--- config.mk ---
export PLATFORM = sky130hd
export DESIGN_NAME = thermo_alarm
export DESIGN_NICKNAME = d
export VERILOG_FILES = /design/src/logic/thermo_pkg.sv /design/src/logic/thermo_alarm.sv
export SDC_FILE = /design/constraint.sdc
export NUM_CORES = 1
export LEC_CHECK = 0
export BUFFER_PORTS_ARGS = -buffer_cell sky130_fd_sc_hd__buf_2
export CORE_UTILIZATION = 50
export DETAILED_ROUTE_END_ITERATION = 16
export GPL_TIMING_DRIVEN = 0
export MAX_ROUTING_LAYER = met4
export PLACE_DENSITY = 0.7
export SETUP_SLACK_MARGIN = 0.2
export SYNTH_ARGS = -nofsm -noshare
export SYNTH_HDL_FRONTEND = slang
export SYNTH_SLANG_ARGS = --single-unit
--- constraint.sdc ---
create_clock -name clk_i -period 2.5 [get_ports clk_i]
set_input_delay 0.75 -clock clk_i [delete_from_list [all_inputs] [get_ports clk_i]]
set_output_delay 0.75 -clock clk_i [all_outputs]
set_load 0.01 [all_outputs]
--- src/logic/thermo_pkg.sv ---
/*
 * Shared constants and types for the thermostat alarm and result readout block:
 * register pointers, configuration field positions, power-up values, resolution
 * masks and the conversion sequencer states.
 * Assumes one clock domain; the serial protocol engine lives elsewhere.
 */
`default_nettype none
package thermo_pkg;

	// register pointers
	localparam logic [1:0]  PTR_RESULT   = 2'h0;
	localparam logic [1:0]  PTR_CONFIG   = 2'h1;
	localparam logic [1:0]  PTR_RELEASE  = 2'h2;
	localparam logic [1:0]  PTR_OVER     = 2'h3;

	// configuration field positions
	localparam int          CFG_STANDBY  = 0;
	localparam int          CFG_MODE     = 1;
	localparam int          CFG_POL      = 2;
	localparam int          CFG_FQ_LO    = 3;
	localparam int          CFG_FQ_HI    = 4;
	localparam int          CFG_RES_LO   = 5;
	localparam int          CFG_RES_HI   = 6;
	localparam int          CFG_SINGLE   = 7;

	// power-up values
	localparam logic [7:0]  CONFIG_RST   = 8'h00;
	localparam logic [15:0] RELEASE_RST  = 16'h4800;
	localparam logic [15:0] OVER_RST     = 16'h5000;
	localparam logic [15:0] RESULT_RST   = 16'h0000;

	// left-justified data masks per resolution select
	localparam logic [15:0] MASK_9BIT    = 16'hff80;
	localparam logic [15:0] MASK_10BIT   = 16'hffc0;
	localparam logic [15:0] MASK_11BIT   = 16'hffe0;
	localparam logic [15:0] MASK_12BIT   = 16'hfff0;

	// consecutive fault counts per queue select
	localparam logic [2:0]  FAULTS_1     = 3'h1;
	localparam logic [2:0]  FAULTS_2     = 3'h2;
	localparam logic [2:0]  FAULTS_4     = 3'h4;
	localparam logic [2:0]  FAULTS_6     = 3'h6;

	typedef struct packed {
		logic [1:0] res;
		logic [1:0] fq;
		logic       alarm_polarity_bit;
		logic       int_mode;
		logic       standby;
	} config_t;

	typedef enum logic [0:0] {
		ST_IDLE = 1'b0,
		ST_CONV = 1'b1
	} conv_state_t;

endpackage
`default_nettype wire

--- src/logic/thermo_alarm.sv ---
/*
 * Thermostat alarm and temperature result readout.
 * Holds result, configuration and both set points, sequences conversions
 * (continuous, standby, single shot) and drives the open-drain alarm pin.
 * Assumes a register port already decoded by a serial engine on clk_i and a
 * converter on clk_i that answers each start pulse with one done pulse.
 */
// Contract
// - result is sixteen-bit two's complement, top bit sign
// - result low four bits always zero
// - result left-justified, unused low bits zero
// - reads return latest result, never disturb conversion
// - set points compared at active resolution only
// - single-conversion in standby runs exactly one conversion
// - alarm polarity follows config, active-low after reset
// - comparator alarm sets after enough over-limit conversions
// - comparator alarm clears after enough below-release conversions
// - comparator alarm unchanged on entering standby
// - interrupt alarm first sets on over-limit count
// - interrupt alarm cleared by standby or any read
// - interrupt alarm then re-arms on release count, alternating
// - fault queue select gives 1, 2, 4, 6
// - alarm acts one conversion after count, if still faulted
// - standby finishes running conversion and stores it
// - entering standby in interrupt mode clears alarm
// - registers work in standby, clearing standby resumes
// - power-up defaults make a standalone thermostat
// - set point registers keep any written value
// - resolution select 9 to 12 bits, default 9
// - single-conversion bit reads back zero
// - set points reset to 4800 and 5000 hex
`timescale 1ns/1ps
`default_nettype none
module thermo_alarm (
	input  wire logic        clk_i,
	input  wire logic        rst_i,
	input  wire logic        reg_rd_i,
	input  wire logic        reg_wr_i,
	input  wire logic [1:0]  reg_ptr_i,
	input  wire logic [15:0] reg_wdata_i,
	output logic      [15:0] reg_rdata_o,
	output logic             conv_start_o,
	input  wire logic        conv_done_i,
	input  wire logic [11:0] conv_raw_i,
	output logic             alarm_o,
	output logic             alarm_oe_o
);

	function automatic logic [15:0] res_mask(input logic [1:0] sel);
		logic [15:0] m;
		m = thermo_pkg::MASK_9BIT;
		unique case (sel)
			2'h0: m = thermo_pkg::MASK_9BIT;
			2'h1: m = thermo_pkg::MASK_10BIT;
			2'h2: m = thermo_pkg::MASK_11BIT;
			2'h3: m = thermo_pkg::MASK_12BIT;
		endcase
		return m;
	endfunction

	function automatic logic [2:0] fault_target(input logic [1:0] sel);
		logic [2:0] n;
		n = thermo_pkg::FAULTS_1;
		unique case (sel)
			2'h0: n = thermo_pkg::FAULTS_1;
			2'h1: n = thermo_pkg::FAULTS_2;
			2'h2: n = thermo_pkg::FAULTS_4;
			2'h3: n = thermo_pkg::FAULTS_6;
		endcase
		return n;
	endfunction

	thermo_pkg::config_t     cfg_r,      cfg_nxt;
	logic [15:0]             release_r,  release_nxt;
	logic [15:0]             over_r,     over_nxt;
	logic [15:0]             result_r,   result_nxt;
	logic [15:0]             rdata_r,    rdata_nxt;
	logic                    single_r,   single_nxt;
	thermo_pkg::conv_state_t state_r,    state_nxt;
	logic                    alarm_r,    alarm_nxt;
	logic                    hot_wait_r, hot_wait_nxt;
	logic [2:0]              cnt_r,      cnt_nxt;
	logic                    pending_r,  pending_nxt;
	logic                    in_sb_r,    in_sb_nxt;

	logic [15:0] mask;
	logic [15:0] sample;
	logic        hot;
	logic        cold;
	logic        awaited;
	logic        cond;
	logic        go;
	logic        sb_entry;
	logic        cfg_wr;
	logic        pin_low;

	// sample and set points cut to the active resolution
	always_comb begin
		mask    = res_mask(cfg_r.res);
		sample  = {conv_raw_i, 4'h0} & mask;
		hot     = $signed(sample) > $signed(over_r & mask);
		cold    = $signed(sample) < $signed(release_r & mask);
		awaited = cfg_r.int_mode ? hot_wait_r : !alarm_r;
		cond    = awaited ? hot : cold;
		cfg_wr  = reg_wr_i && (reg_ptr_i == thermo_pkg::PTR_CONFIG);
	end

	// register file; host access never touches the sequencer
	always_comb begin
		cfg_nxt     = cfg_r;
		release_nxt = release_r;
		over_nxt    = over_r;
		result_nxt  = result_r;
		rdata_nxt   = rdata_r;
		single_nxt  = single_r;
		if (conv_done_i && state_r == thermo_pkg::ST_CONV) begin
			result_nxt = sample;
			single_nxt = 1'b0;
		end
		if (reg_wr_i) begin
			unique case (reg_ptr_i)
				// read-only: a stray write must not swallow a result stored this cycle
				thermo_pkg::PTR_RESULT:  ;
				thermo_pkg::PTR_CONFIG: begin
					cfg_nxt.standby  = reg_wdata_i[thermo_pkg::CFG_STANDBY];
					cfg_nxt.int_mode = reg_wdata_i[thermo_pkg::CFG_MODE];
					cfg_nxt.alarm_polarity_bit      = reg_wdata_i[thermo_pkg::CFG_POL];
					cfg_nxt.fq       = reg_wdata_i[thermo_pkg::CFG_FQ_HI:thermo_pkg::CFG_FQ_LO];
					cfg_nxt.res      = reg_wdata_i[thermo_pkg::CFG_RES_HI:thermo_pkg::CFG_RES_LO];
				end
				thermo_pkg::PTR_RELEASE: release_nxt = reg_wdata_i;
				thermo_pkg::PTR_OVER:    over_nxt    = reg_wdata_i;
			endcase
		end
		// a request sticks until its conversion is stored
		if (cfg_wr && reg_wdata_i[thermo_pkg::CFG_SINGLE])
			single_nxt = 1'b1;
		if (reg_rd_i) begin
			unique case (reg_ptr_i)
				thermo_pkg::PTR_RESULT:  rdata_nxt = result_r;
				thermo_pkg::PTR_CONFIG:  rdata_nxt = {8'h00, 1'b0, cfg_r.res, cfg_r.fq,
					cfg_r.alarm_polarity_bit, cfg_r.int_mode, cfg_r.standby};
				thermo_pkg::PTR_RELEASE: rdata_nxt = release_r;
				thermo_pkg::PTR_OVER:    rdata_nxt = over_r;
			endcase
		end
	end

	always_ff @(posedge clk_i) begin
		if (rst_i) begin
			cfg_r     <= thermo_pkg::config_t'(thermo_pkg::CONFIG_RST[6:0]);
			release_r <= thermo_pkg::RELEASE_RST;
			over_r    <= thermo_pkg::OVER_RST;
			result_r  <= thermo_pkg::RESULT_RST;
			rdata_r   <= 16'h0000;
			single_r  <= 1'b0;
		end else begin
			cfg_r     <= cfg_nxt;
			release_r <= release_nxt;
			over_r    <= over_nxt;
			result_r  <= result_nxt;
			rdata_r   <= rdata_nxt;
			single_r  <= single_nxt;
		end
	end

	assign reg_rdata_o = rdata_r;

	// sequencer and alarm
	always_comb begin
		go           = !cfg_r.standby || single_r;
		state_nxt    = state_r;
		alarm_nxt    = alarm_r;
		hot_wait_nxt = hot_wait_r;
		cnt_nxt      = cnt_r;
		pending_nxt  = pending_r;
		in_sb_nxt    = in_sb_r && cfg_r.standby;
		sb_entry     = 1'b0;
		conv_start_o = 1'b0;
		unique case (state_r)
			thermo_pkg::ST_IDLE: begin
				if (go) begin
					conv_start_o = 1'b1;
					state_nxt    = thermo_pkg::ST_CONV;
				end
			end
			thermo_pkg::ST_CONV: begin
				if (conv_done_i) begin
					state_nxt = thermo_pkg::ST_IDLE;
					// a single shot from standby is no fresh entry
					sb_entry  = cfg_r.standby && !in_sb_r;
					if (cfg_r.standby)
						in_sb_nxt = 1'b1;
				end
			end
		endcase
		if (reg_rd_i && cfg_r.int_mode)
			alarm_nxt = 1'b0;
		if (sb_entry && cfg_r.int_mode)
			alarm_nxt = 1'b0;
		if (conv_done_i && state_r == thermo_pkg::ST_CONV) begin
			if (!cond) begin
				cnt_nxt     = 3'h0;
				pending_nxt = 1'b0;
			end else if (pending_r) begin
				// one extra conversion must still fault before acting
				cnt_nxt     = 3'h0;
				pending_nxt = 1'b0;
				if (cfg_r.int_mode) begin
					alarm_nxt    = 1'b1;
					hot_wait_nxt = !hot_wait_r;
				end else begin
					alarm_nxt    = !alarm_r;
				end
			end else begin
				cnt_nxt = cnt_r + 3'h1;
				if (cnt_nxt == fault_target(cfg_r.fq))
					pending_nxt = 1'b1;
			end
		end
	end

	always_ff @(posedge clk_i) begin
		if (rst_i) begin
			state_r    <= thermo_pkg::ST_IDLE;
			alarm_r    <= 1'b0;
			hot_wait_r <= 1'b1;
			cnt_r      <= 3'h0;
			pending_r  <= 1'b0;
			in_sb_r    <= 1'b0;
		end else begin
			state_r    <= state_nxt;
			alarm_r    <= alarm_nxt;
			hot_wait_r <= hot_wait_nxt;
			cnt_r      <= cnt_nxt;
			pending_r  <= pending_nxt;
			in_sb_r    <= in_sb_nxt;
		end
	end

	// open drain: only a low level is driven
	always_comb begin
		pin_low    = alarm_r ? !cfg_r.alarm_polarity_bit : cfg_r.alarm_polarity_bit;
		alarm_o    = 1'b0;
		alarm_oe_o = pin_low;
	end

	chk_low_nibble_zero: assert property (@(posedge clk_i) disable iff (rst_i)
		result_r[3:0] == 4'h0) else $error("result low bits not zero");

	chk_result_justify: assert property (@(posedge clk_i) disable iff (rst_i)
		(conv_done_i && state_r == thermo_pkg::ST_CONV) |=>
		result_r == ({$past(conv_raw_i), 4'h0} & res_mask($past(cfg_r.res))))
		else $error("result not stored left-justified");

	chk_sign_bit: assert property (@(posedge clk_i) disable iff (rst_i)
		(conv_done_i && state_r == thermo_pkg::ST_CONV) |=> result_r[15] == $past(conv_raw_i[11]))
		else $error("sign bit wrong");

	chk_cfg_single_zero: assert property (@(posedge clk_i) disable iff (rst_i)
		(reg_rd_i && reg_ptr_i == thermo_pkg::PTR_CONFIG) |=> reg_rdata_o[7:0] ==
		{1'b0, $past(cfg_r.res), $past(cfg_r.fq), $past(cfg_r.alarm_polarity_bit), $past(cfg_r.int_mode),
		$past(cfg_r.standby)}) else $error("config readback wrong");

	chk_pin_polarity: assert property (@(posedge clk_i) disable iff (rst_i)
		alarm_oe_o == (alarm_r != cfg_r.alarm_polarity_bit) && !alarm_o) else $error("alarm pin level wrong");

	chk_comp_alarm_hold: assert property (@(posedge clk_i) disable iff (rst_i)
		(!cfg_r.int_mode && !conv_done_i) |=> $stable(alarm_r))
		else $error("comparator alarm moved without conversion");

	chk_int_read_clear: assert property (@(posedge clk_i) disable iff (rst_i)
		(cfg_r.int_mode && reg_rd_i && !conv_done_i) |=> !alarm_r)
		else $error("read did not clear interrupt alarm");

	chk_standby_no_start: assert property (@(posedge clk_i) disable iff (rst_i)
		(cfg_r.standby && !single_r) |-> !conv_start_o) else $error("conversion started in standby");

	chk_fail_clears_count: assert property (@(posedge clk_i) disable iff (rst_i)
		(conv_done_i && state_r == thermo_pkg::ST_CONV && !cond) |=> cnt_r == 3'h0 && !pending_r)
		else $error("fault counter kept after failed condition");

	chk_alarm_after_count: assert property (@(posedge clk_i) disable iff (rst_i)
		$rose(alarm_r) |-> $past(pending_r && conv_done_i && cond))
		else $error("alarm set before fault queue filled");

	// standby entry without a same-cycle activation
	chk_int_standby_clear: assert property (@(posedge clk_i) disable iff (rst_i)
		(conv_done_i && state_r == thermo_pkg::ST_CONV && cfg_r.standby && !in_sb_r && cfg_r.int_mode
		&& !(pending_r && cond)) |=> !alarm_r) else $error("standby entry kept interrupt alarm");

	chk_cmp_standby_keep: assert property (@(posedge clk_i) disable iff (rst_i)
		(conv_done_i && state_r == thermo_pkg::ST_CONV && cfg_r.standby && !cfg_r.int_mode
		&& !(pending_r && cond)) |=> $stable(alarm_r)) else $error("standby entry moved comparator alarm");

	chk_single_consumed: assert property (@(posedge clk_i) disable iff (rst_i)
		(conv_done_i && state_r == thermo_pkg::ST_CONV && !(cfg_wr && reg_wdata_i[thermo_pkg::CFG_SINGLE]))
		|=> !single_r) else $error("single request survived its conversion");

	chk_result_read_only: assert property (@(posedge clk_i) disable iff (rst_i)
		(reg_wr_i && reg_ptr_i == thermo_pkg::PTR_RESULT && !(conv_done_i && state_r == thermo_pkg::ST_CONV))
		|=> $stable(result_r)) else $error("host write changed result");

	chk_over_keep: assert property (@(posedge clk_i) disable iff (rst_i)
		(reg_wr_i && reg_ptr_i == thermo_pkg::PTR_OVER) |=> over_r == $past(reg_wdata_i))
		else $error("over-limit set point lost written value");

	chk_release_keep: assert property (@(posedge clk_i) disable iff (rst_i)
		(reg_wr_i && reg_ptr_i == thermo_pkg::PTR_RELEASE) |=> release_r == $past(reg_wdata_i))
		else $error("release set point lost written value");

	chk_pending_on_count: assert property (@(posedge clk_i) disable iff (rst_i)
		$rose(pending_r) |-> ($past(cnt_r) + 3'h1) == fault_target($past(cfg_r.fq)))
		else $error("fault queue armed at wrong count");

	chk_resume_start: assert property (@(posedge clk_i) disable iff (rst_i)
		(state_r == thermo_pkg::ST_IDLE && !cfg_r.standby) |-> conv_start_o)
		else $error("idle without standby did not start a conversion");

	chk_rdata_hold: assert property (@(posedge clk_i) disable iff (rst_i)
		!reg_rd_i |=> $stable(reg_rdata_o))
		else $error("read data moved without a read");

	chk_int_activate: assert property (@(posedge clk_i) disable iff (rst_i)
		(cfg_r.int_mode && conv_done_i && state_r == thermo_pkg::ST_CONV && pending_r && cond) |=> alarm_r)
		else $error("interrupt alarm not raised after fault queue");

	cov_alarm_rise: cover property (@(posedge clk_i) disable iff (rst_i) $rose(alarm_r));
	cov_single_shot: cover property (@(posedge clk_i) disable iff (rst_i)
		single_r && cfg_r.standby ##[1:1000] !single_r);
	cov_int_clear: cover property (@(posedge clk_i) disable iff (rst_i)
		cfg_r.int_mode && alarm_r && reg_rd_i ##1 !alarm_r);

endmodule
`default_nettype wire

# ---- After elaboration in Yosys (flattened, before gate mapping)
# Index checks and enable logic that the tools add are counted.
dict set report classes {
  n_reduce_logical 21
  add_sub_neg 1
  n_lt_le_gt_ge 2
  bitwise 4
  n_eq_ne 10
  muxes 31
}
# operator n
set ops {}
lappend ops {{16-bit one-hot mux with 4 select lines} 2}
lappend ops {{16-bit AND} 3}
lappend ops {{1-bit two-way mux} 22}
lappend ops {{16-bit greater-than comparator} 1}
lappend ops {{16-bit less-than comparator} 1}
lappend ops {{3-bit two-way mux} 5}
lappend ops {{2-bit equality test, second input constant} 6}
lappend ops {{3-bit one-hot mux with 4 select lines} 1}
lappend ops {{1-bit logical AND} 7}
lappend ops {{2-bit by 1-bit equality test with 1-bit output, second input constant} 3}
lappend ops {{2-bit logical NOT} 3}
lappend ops {{2-bit AND reduction} 3}
lappend ops {{1-bit logical NOT} 5}
lappend ops {{4-bit AND reduction} 1}
lappend ops {{3-bit by 1-bit adder with 3-bit output, second input constant} 1}
lappend ops {{3-bit equality test} 1}
lappend ops {{1-bit one-hot mux with 2 select lines} 1}
lappend ops {{2-bit nonzero test} 1}
lappend ops {{1-bit logical OR} 1}
lappend ops {{1-bit NOT} 1}
dict set report totals {
  wordCells 85
  regBits 80
  out_inout_bits 19
}

# ---- Logic depth before layout (Yosys ltp)
# Gate-level depths: netlist of run 1.
dict set report depth {
  word_depth 11
  mapped_depth 10
  depth_no_buf 9
}

# ---- Worst setup path before layout of run 1
# OpenSTA, ideal clock, no wires.
dict set report synth_path {
  path_type {input to register}
  startpoint {input conv_raw_i[1]}
  endpoint {register cnt_r[0]}
  arrival_ns 2.441
  n_path_buf 0
  slack_ns -0.062
  stages 8
  t_required_ns 2.379
  path_cell_list {and2_1 ha_1 a41oi_1 a2111o_1 a31oi_2 nor3_2 o21a_1 mux2_2}
}
dict set report synth_between {
  elab_chain_cells 4
}
# element line
set synth_rtl {}
lappend synth_rtl {{from (decl)} thermo_alarm.sv:44} ;# input wire logic [11:0] conv_raw_i,
lappend synth_rtl {{16-bit AND *} thermo_alarm.sv:100} ;# sample = {conv_raw_i, 4'h0} & mask;
lappend synth_rtl {{16-bit less-than comparator / 16-bit greater-than comparator (equally long branches)} {thermo_alarm.sv:102, thermo_alarm.sv:101}}
lappend synth_rtl {{1-bit two-way mux *} thermo_alarm.sv:104} ;# cond = awaited ? hot : cold;
lappend synth_rtl {{3-bit two-way mux *} thermo_alarm.sv:202} ;# if (!cond) begin
lappend synth_rtl {{to (signal assigned)} thermo_alarm.sv:235} ;# cnt_r <= cnt_nxt;
lappend synth_rtl {{to (decl)} thermo_alarm.sv:82} ;# logic [2:0] cnt_r, cnt_nxt;
# Every way passes the cells marked *; elsewhere a longest branch is shown, timed or not.
# A chain may end at the register's enable or synchronous reset.

# ---- Worst setup path in the final report of run 1
dict set report layout_path {
  startpoint {input conv_raw_i[7]}
  endpoint {register cnt_r[0]}
}
# The elaborated chain is that of the path after synthesis.

==> results of run 1 <==
[cell usage in the layout (no fill, tap or decap), types with 4 or more instances in the layout]
master,count
clkbuf_1,16
nor3b_1,4
clkbuf_2,4
ha_1,20
dfxtp_1,74
ha_4,4
buf_2,53
a21oi_1,62
mux2_2,4
a22oi_1,6
nor2_1,37
a211oi_1,13
a211o_1,4
o21ai_0,5
buf_4,5
mux2i_1,14
nand2_1,102
nand3_1,4
clkbuf_8,12
inv_1,27
nor3_1,4
[metal layers]
metal / vias to the layer above / GRT usage (%) / share of wire [%]
met5: - / - / 0
met2: 89 / 45.8 / 48
met4: 0 / 8.08 / 1.4
met3: 14 / 4.43 / 4.8
met1: 1709 / 37.6 / 45
li1: 1730 / - / -
[power groups by stage]
stage,clock [mW],combinational [mW],sequential (mW)
after floorplan,0,0.228,1.32
after global placement,0,0.355,1.31
after detailed placement,0,0.363,1.32
after CTS,1.00,0.384,1.29
after global routing,1.06,0.431,1.30
final,0.996,0.392,1.29
[cell families after synthesis]
group	share of synthesized area, %
AND/OR/NAND/NOR	19.9
flip-flops	40.0
other	0.0986
buffers and inverters	5.95
multiplexers	7.01
adder cells (fa/ha/maj)	7.89
XOR/XNOR	0.691
AO/OA/AOI/OAI	18.4
[sequential cells by signal, indices dropped and copies added (netlist names)]
signal       count
over_r          16
reg_rdata_o     16
release_r       16
result_r        12
cfg_r            7
cnt_r            3
alarm_r          1
hot_wait_r       1
in_sb_r          1
pending_r        1
single_r         1
state_r          1
[critical path: cells and delay by family]
| family | cells | cell delay, ps |
|---|---|---|
| adders and majority gates | 1 | 310 |
| buffers and inverters | 1 | 130 |
| AOI/OAI and AO/OA | 2 | 480 |
| muxes | 2 | 610 |
| and+or+nand+nor | 3 | 350 |
[per-stage QoR]
stage | setup slack, ps | TNS (ps)
floorplan | -20.0 | -20.0
finish | 103 | 0
detailed placement | -383 | -5750
CTS | 110 | 0
global route | 49.4 | 0
global placement | -375 | -5270
[what timing repair did]
action	4_1_cts	5_1_grt
buffers inserted	3	1
cloned	0	0
setup endpoints to repair	16	26
hold endpoints to repair	0	0
gates resized for setup	18	11
pin swaps	7	8
[layout make-up]
| type | count | area, um2 |
|---|---|---|
| Buffer | 27 | 141 |
| Clock buffer | 11 | 151 |
| Timing Repair Buffer | 55 | 285 |
| Fill cell | 667 | 2730 |
| Sequential cell | 76 | 1520 |
| Clock inverter | 5 | 58.8 |
| Inverter | 27 | 101 |
| Multi-Input combinational cell | 336 | 2170 |
| Tap cell | 99 | 124 |
[path summary, 6_finish.rpt]
kind / start / slack (ps) / depth (start not counted) / end
setup / recovery: conv_raw_i[7] / 100 / 9 / cnt_r[0]
hold reg to reg: over_r[1] / 460 / 2 / over_r[1]
setup reg to reg: cfg_r[6] / 120 / 9 / cnt_r[0]
hold / removal: over_r[1] / 460 / 2 / over_r[1]
==> results.md, run 1 <==
- Cts hold-fix bufs: 0
- CTS tree: done
- WL/cell: 16.3 um
- Initial antenna violation count: 0
- Post-Route WL: 10400 um
- Post-Syn Nets: 525
- Tmin final: 2400 ps
- Async SR Flop Fraction: 0%
- Dpl cells: 616
- Slew Viols, Final: 0
- # diodes: 0
- Crit-path cells: buf_2, ha_1, nand4_1, nor3_1, a311oi_2, mux2i_2, nor3_4, o21a_1, mux2_2
- # setup viols final: 0
- Largest net degree at the start of global routing: 14
- MaxCap Viol Count: 0
- Switching Fraction: 27.7%
- Clock skew: 6.68 ps
- Max VDD drop: 316 uV
- CP endpoint kind: flip-flop
- Sequential power share: 48.1%
- Total CTS buffers: 9
- Initial core utilization: 52.2%
- Htree depth: 3
- Detailed Place HPWL: 7470 um
- Hold Crit Class: flip-flop to flip-flop
- Die area: 0.00796 mm2
- Io pins: 54
- Vias in the first global route: 3234
- Crit-path max cell delay: 350 ps
- Chip Height: 89.2 um
- GRT overflow: 0
- Final Non-Filler Cells: 636
- Status: finished clean
- Via/cell ratio: 5.57
- Nets@finish: 591
- # port buffers: 51
- Net switching power: 0.742 mW
- Final Total Pwr: 2.68 mW
- Worst Tran Pin Value: 741 ps
- Rel. slew slack: 50.6%
- Synth top area share: 40.0%
- DRT antenna net count: 0
- Clk pwr share: 37.2%
- GR Util All Layers: 28.6%
- Max frequency: 0.417 GHz
- Clock transition at path regs: 80 ps
- Combinational Power Share: 14.6%
- Vias: 3542
- Layout cells sized above 1: 20.9%
- Int Power: 1.94 mW
- Gp weighted congestion: 0.851
- CP max-delay cell: mux2i_2
- Clk sinks: 76
- Post-synthesis cell count: 466
- Count leader, synth: nand2_1
- Critical Path RT: 2740 ps
- Area contributors post-synth: dfxtp_1 40%, nand2_1 10%, a21oi_1 8.3%, ha_1 7.9%, mux2i_1 3.9%
- Arr. time, crit path: 2640 ps
- Number of synthesized flops with an enable pin: 0
- Critical path class: input port to flip-flop
- Seq/Total Area, Yosys: 40.0%
- Crit path max fanout: 5
- Worst skew pair latency: 350 ps
- Startpoint types: input port
- Root Driver: clkbuf_8
- Post-synth top area cell: dfxtp_1
- Final Hold Fails: 0
- Total leakage power: 1.85 nW
- Pwr Density: 587 mW/mm2
- Unrepaired setup endpoints after global routing: true
- Syn Area/Cell: 8.16 um2
- Hold WS: 460 ps
- Layout area overhead: 19.9%
- First-pass GRT wire length: 16200 um
- Cell variety after synth: 53
- Clock Tree Buf Depth: 2
- DRC Markers: 0
- Placed instance area: 0.00421 mm2
- DR pass1 iterations: 4
- Mapped Area: 0.00380 mm2
- Fin util: 62.5%
- Rows: 31
- Yosys synthesis warning count: 0
- Tcrit/Tclk final: 95.9%
- Initial DRC Count: 210
- Final Cell Area: 0.00456 mm2
- Die Width: 89.2 um
- Synth Flop Type: dfxtp_1
- Total core area: 0.00729 mm2
- Synth Register Bits: 76
- Post-synth top cells: 103 x nand2_1, 76 x dfxtp_1, 63 x a21oi_1
Power figures use the tool's default switching activity.
==> inputs of run 2 (changes only) <==
CTS_CLUSTER_DIAMETER = 50   (was default)
PLACE_DENSITY = 0.74   (was 0.7)
==> run 2 against run 1 <==
Compared with the run above:
- die area stayed put
- non-clock buffer count is 1 lower
- final cell count is 0.16% lower
- setup slack better by 8.0 ps
- register-to-register slack hardly changed
- fmax is 0.34% higher
- total power is 2.6% lower
- critical path depth stayed put
- count of clock-buffer cells in the layout is 2 lower
- critical endpoint unchanged
- largest power group unchanged
- highest routed layer unchanged
==> results.md, run 2 (synthesis gave the netlist of run 1 again) <==
- Status: finished clean
- Largest net degree at the start of global routing: 14 (unchanged)
- Switching Fraction: 28.2% (+0.46 points)
- Slew Viols, Final: 0 (unchanged)
- Tmin final: 2390 ps (-8.04 ps)
- Htree depth: 3 (unchanged)
- R2R setup slack: 110 ps (about the same)
- Clk pwr share: 35.7% (-1.5 points)
- Hold Crit Class: flip-flop to flip-flop
- Total CTS buffers: 9 (unchanged)
- WL met1: 4620 um (-1.9%)
- Initial core utilization: 52.2% (unchanged)
- Layout cells sized above 1: 20.3% (-0.52 points)
- Max VDD drop: 301 uV (-4.7%)
- Vias: 3548 (+0.17%)
- Crit path max fanout: 5 (unchanged)
- Total core area: 0.00729 mm2 (unchanged)
- DR WL met2: 4670 um (-6.8%)
- GR Util All Layers: 28.5% (-0.10 points)
- Rel. slew slack: 47.8% (-2.7 points)
- Total leakage power: 1.83 nW (-1.0%)
- Die Width: 89.2 um (unchanged)
- DRT antenna net count: 0 (unchanged)
- Layout area overhead: 19.0%
- Critical path class: flip-flop to flip-flop
- DR pass1 iterations: 5 (+1)
- Clock skew: 8.11 ps (+1.43 ps)
- Pwr Density: 576 mW/mm2 (-1.9%)
- Worst Tran Pin Value: 782 ps (+41.2 ps)
- CTS tree: done
- # setup viols final: 0 (unchanged)
- Worst Hold End: result_r[8]
- Tcrit/Tclk final: 95.6% (-0.32 points)
- Critical Path RT: 2740 ps (about the same)
- Reg2Reg Depth: 9 (unchanged)
- GRT overflow: 0 (unchanged)
- Int Power: 1.87 mW (-3.3%)
- Initial antenna violation count: 0 (unchanged)
- Post-Route WL: 10200 um (-1.7%)
- WHS Path Cells: 2 (unchanged)
- Gp weighted congestion: 0.920 (+8.1%)
- Hold WS: 456 ps (-4.14 ps)
- CP endpoint kind: flip-flop
- DRC Markers: 0 (unchanged)
- Highest metal used: met4
- Clock Tree Buf Depth: 2 (unchanged)
- Startpoint types: flip-flop
- Root Driver: clkbuf_8
- # port buffers: 51 (unchanged)
- Vias in the first global route: 3245 (+0.34%)
- MaxCap Viol Count: 0 (unchanged)
- WL/cell: 16.0 um (-1.5%)
- Max frequency: 0.419 GHz (+0.34%)
- Final Hold Fails: 0 (unchanged)
- Dpl cells: 616 (unchanged)
- Clk sinks: 76 (unchanged)
- Net switching power: 0.735 mW (-1.0%)
- Detailed Place HPWL: 7370 um (-1.3%)
- Sequential power share: 49.5% (+1.4 points)
- Die area: 0.00796 mm2 (unchanged)
- Combinational Power Share: 14.9% (+0.3 points)
- Io pins: 54 (unchanged)
- Fin util: 62.1% (-0.48 points)
- Via/cell ratio: 5.59 (+0.33%)
- Worst hold start: result_r[8]
- Final Non-Filler Cells: 635 (-0.16%)
- Nets@finish: 590 (-0.17%)
- Initial DRC Count: 308 (+47%)
- Arr. time, crit path: 2630 ps (about the same)
- Chip Height: 89.2 um (unchanged)
- # diodes: 0 (unchanged)
- Unrepaired setup endpoints after global routing: true
- Worst skew pair latency: 350 ps (about the same)
- Most frequent cells in the layout: 102 x nand2_1, 74 x dfxtp_1, 62 x a21oi_1
- Metal3 WL: 621 um (+25%)
- Clock transition at path regs: 80 ps (about the same)
- Beginning of the critical path: cfg_r[6]
- Rows: 31 (unchanged)
- First-pass GRT wire length: 16100 um (-0.17%)
- Number of fill cells: 688 (+3.1%)
- Commonest non-fill, non-tap cell in the layout: nand2_1
- Worst r2r src: cfg_r[6]
- Reg-to-Reg End: cnt_r[0]
- Final Total Pwr: 2.61 mW (-2.6%)
-- run 2: critical path: stages, from the launching register on --
cell and delay [ps]:
dfxtp_2 350, buf_8 130, o21a_4 210, ha_4 280, a41oi_2 100, a2111o_1 490, a31oi_4 190, nor3_4 80
o21a_1 210, mux2_2 260
-- run 2: per-stage QoR --
stage,worst slack [ps],cell area [um2],TNS [ps]
CTS,105,4490,0
global route,43.3,4530,0
detailed placement,-373,4210,-5780
floorplan,-20.0,3830,-20.0
global placement,-327,4210,-4780
finish,111,4530,0
-- run 2: worst max-delay path by stage --
stage,slack (ps),end,depth (start not counted)
after global routing,40,cnt_r[0],11
after floorplan,-20,cnt_r[0],9
final,110,cnt_r[0],9
after CTS,110,cnt_r[0],9
after global placement,-330,over_r[11],8
after detailed placement,-370,over_r[7],8
-- run 2: final cells by class --
cell class | instances | area, um2 | area share [%]
plain buffers | 27 | 141 | 3.12
clock buffers | 9 | 124 | 2.74
clock inverters | 7 | 67.6 | 1.49
inverters | 27 | 101 | 2.24
multi-input cells | 336 | 2170 | 47.9
flip-flops and latches | 76 | 1520 | 33.7
well taps | 99 | 124 | 2.74
repair buffers | 54 | 278 | 6.14
-- run 2: what timing repair did --
action,in CTS,in global routing
setup endpoints to repair,16,26
resized for setup,16,11
pin swaps,9,7
hold buffers,0,0
buffers inserted,1,1
gates cloned,1,0
-- run 2: power groups by stage --
stage | combinational, mW | sequential [mW] | clock, mW
2_1_floorplan | 0.228 | 1.32 | 0
3_3_place_gp | 0.354 | 1.31 | 0
3_5_place_dp | 0.361 | 1.32 | 0
4_1_cts | 0.379 | 1.29 | 0.942
5_1_grt | 0.427 | 1.30 | 0.998
6_report | 0.388 | 1.29 | 0.930
-- run 2: per-layer routing --
layer  track usage, %  vias up
met5                -        -
met4             12.1        0
met3             4.80       19
met2             43.4      124
met1             37.5     1665
li1                 -     1740
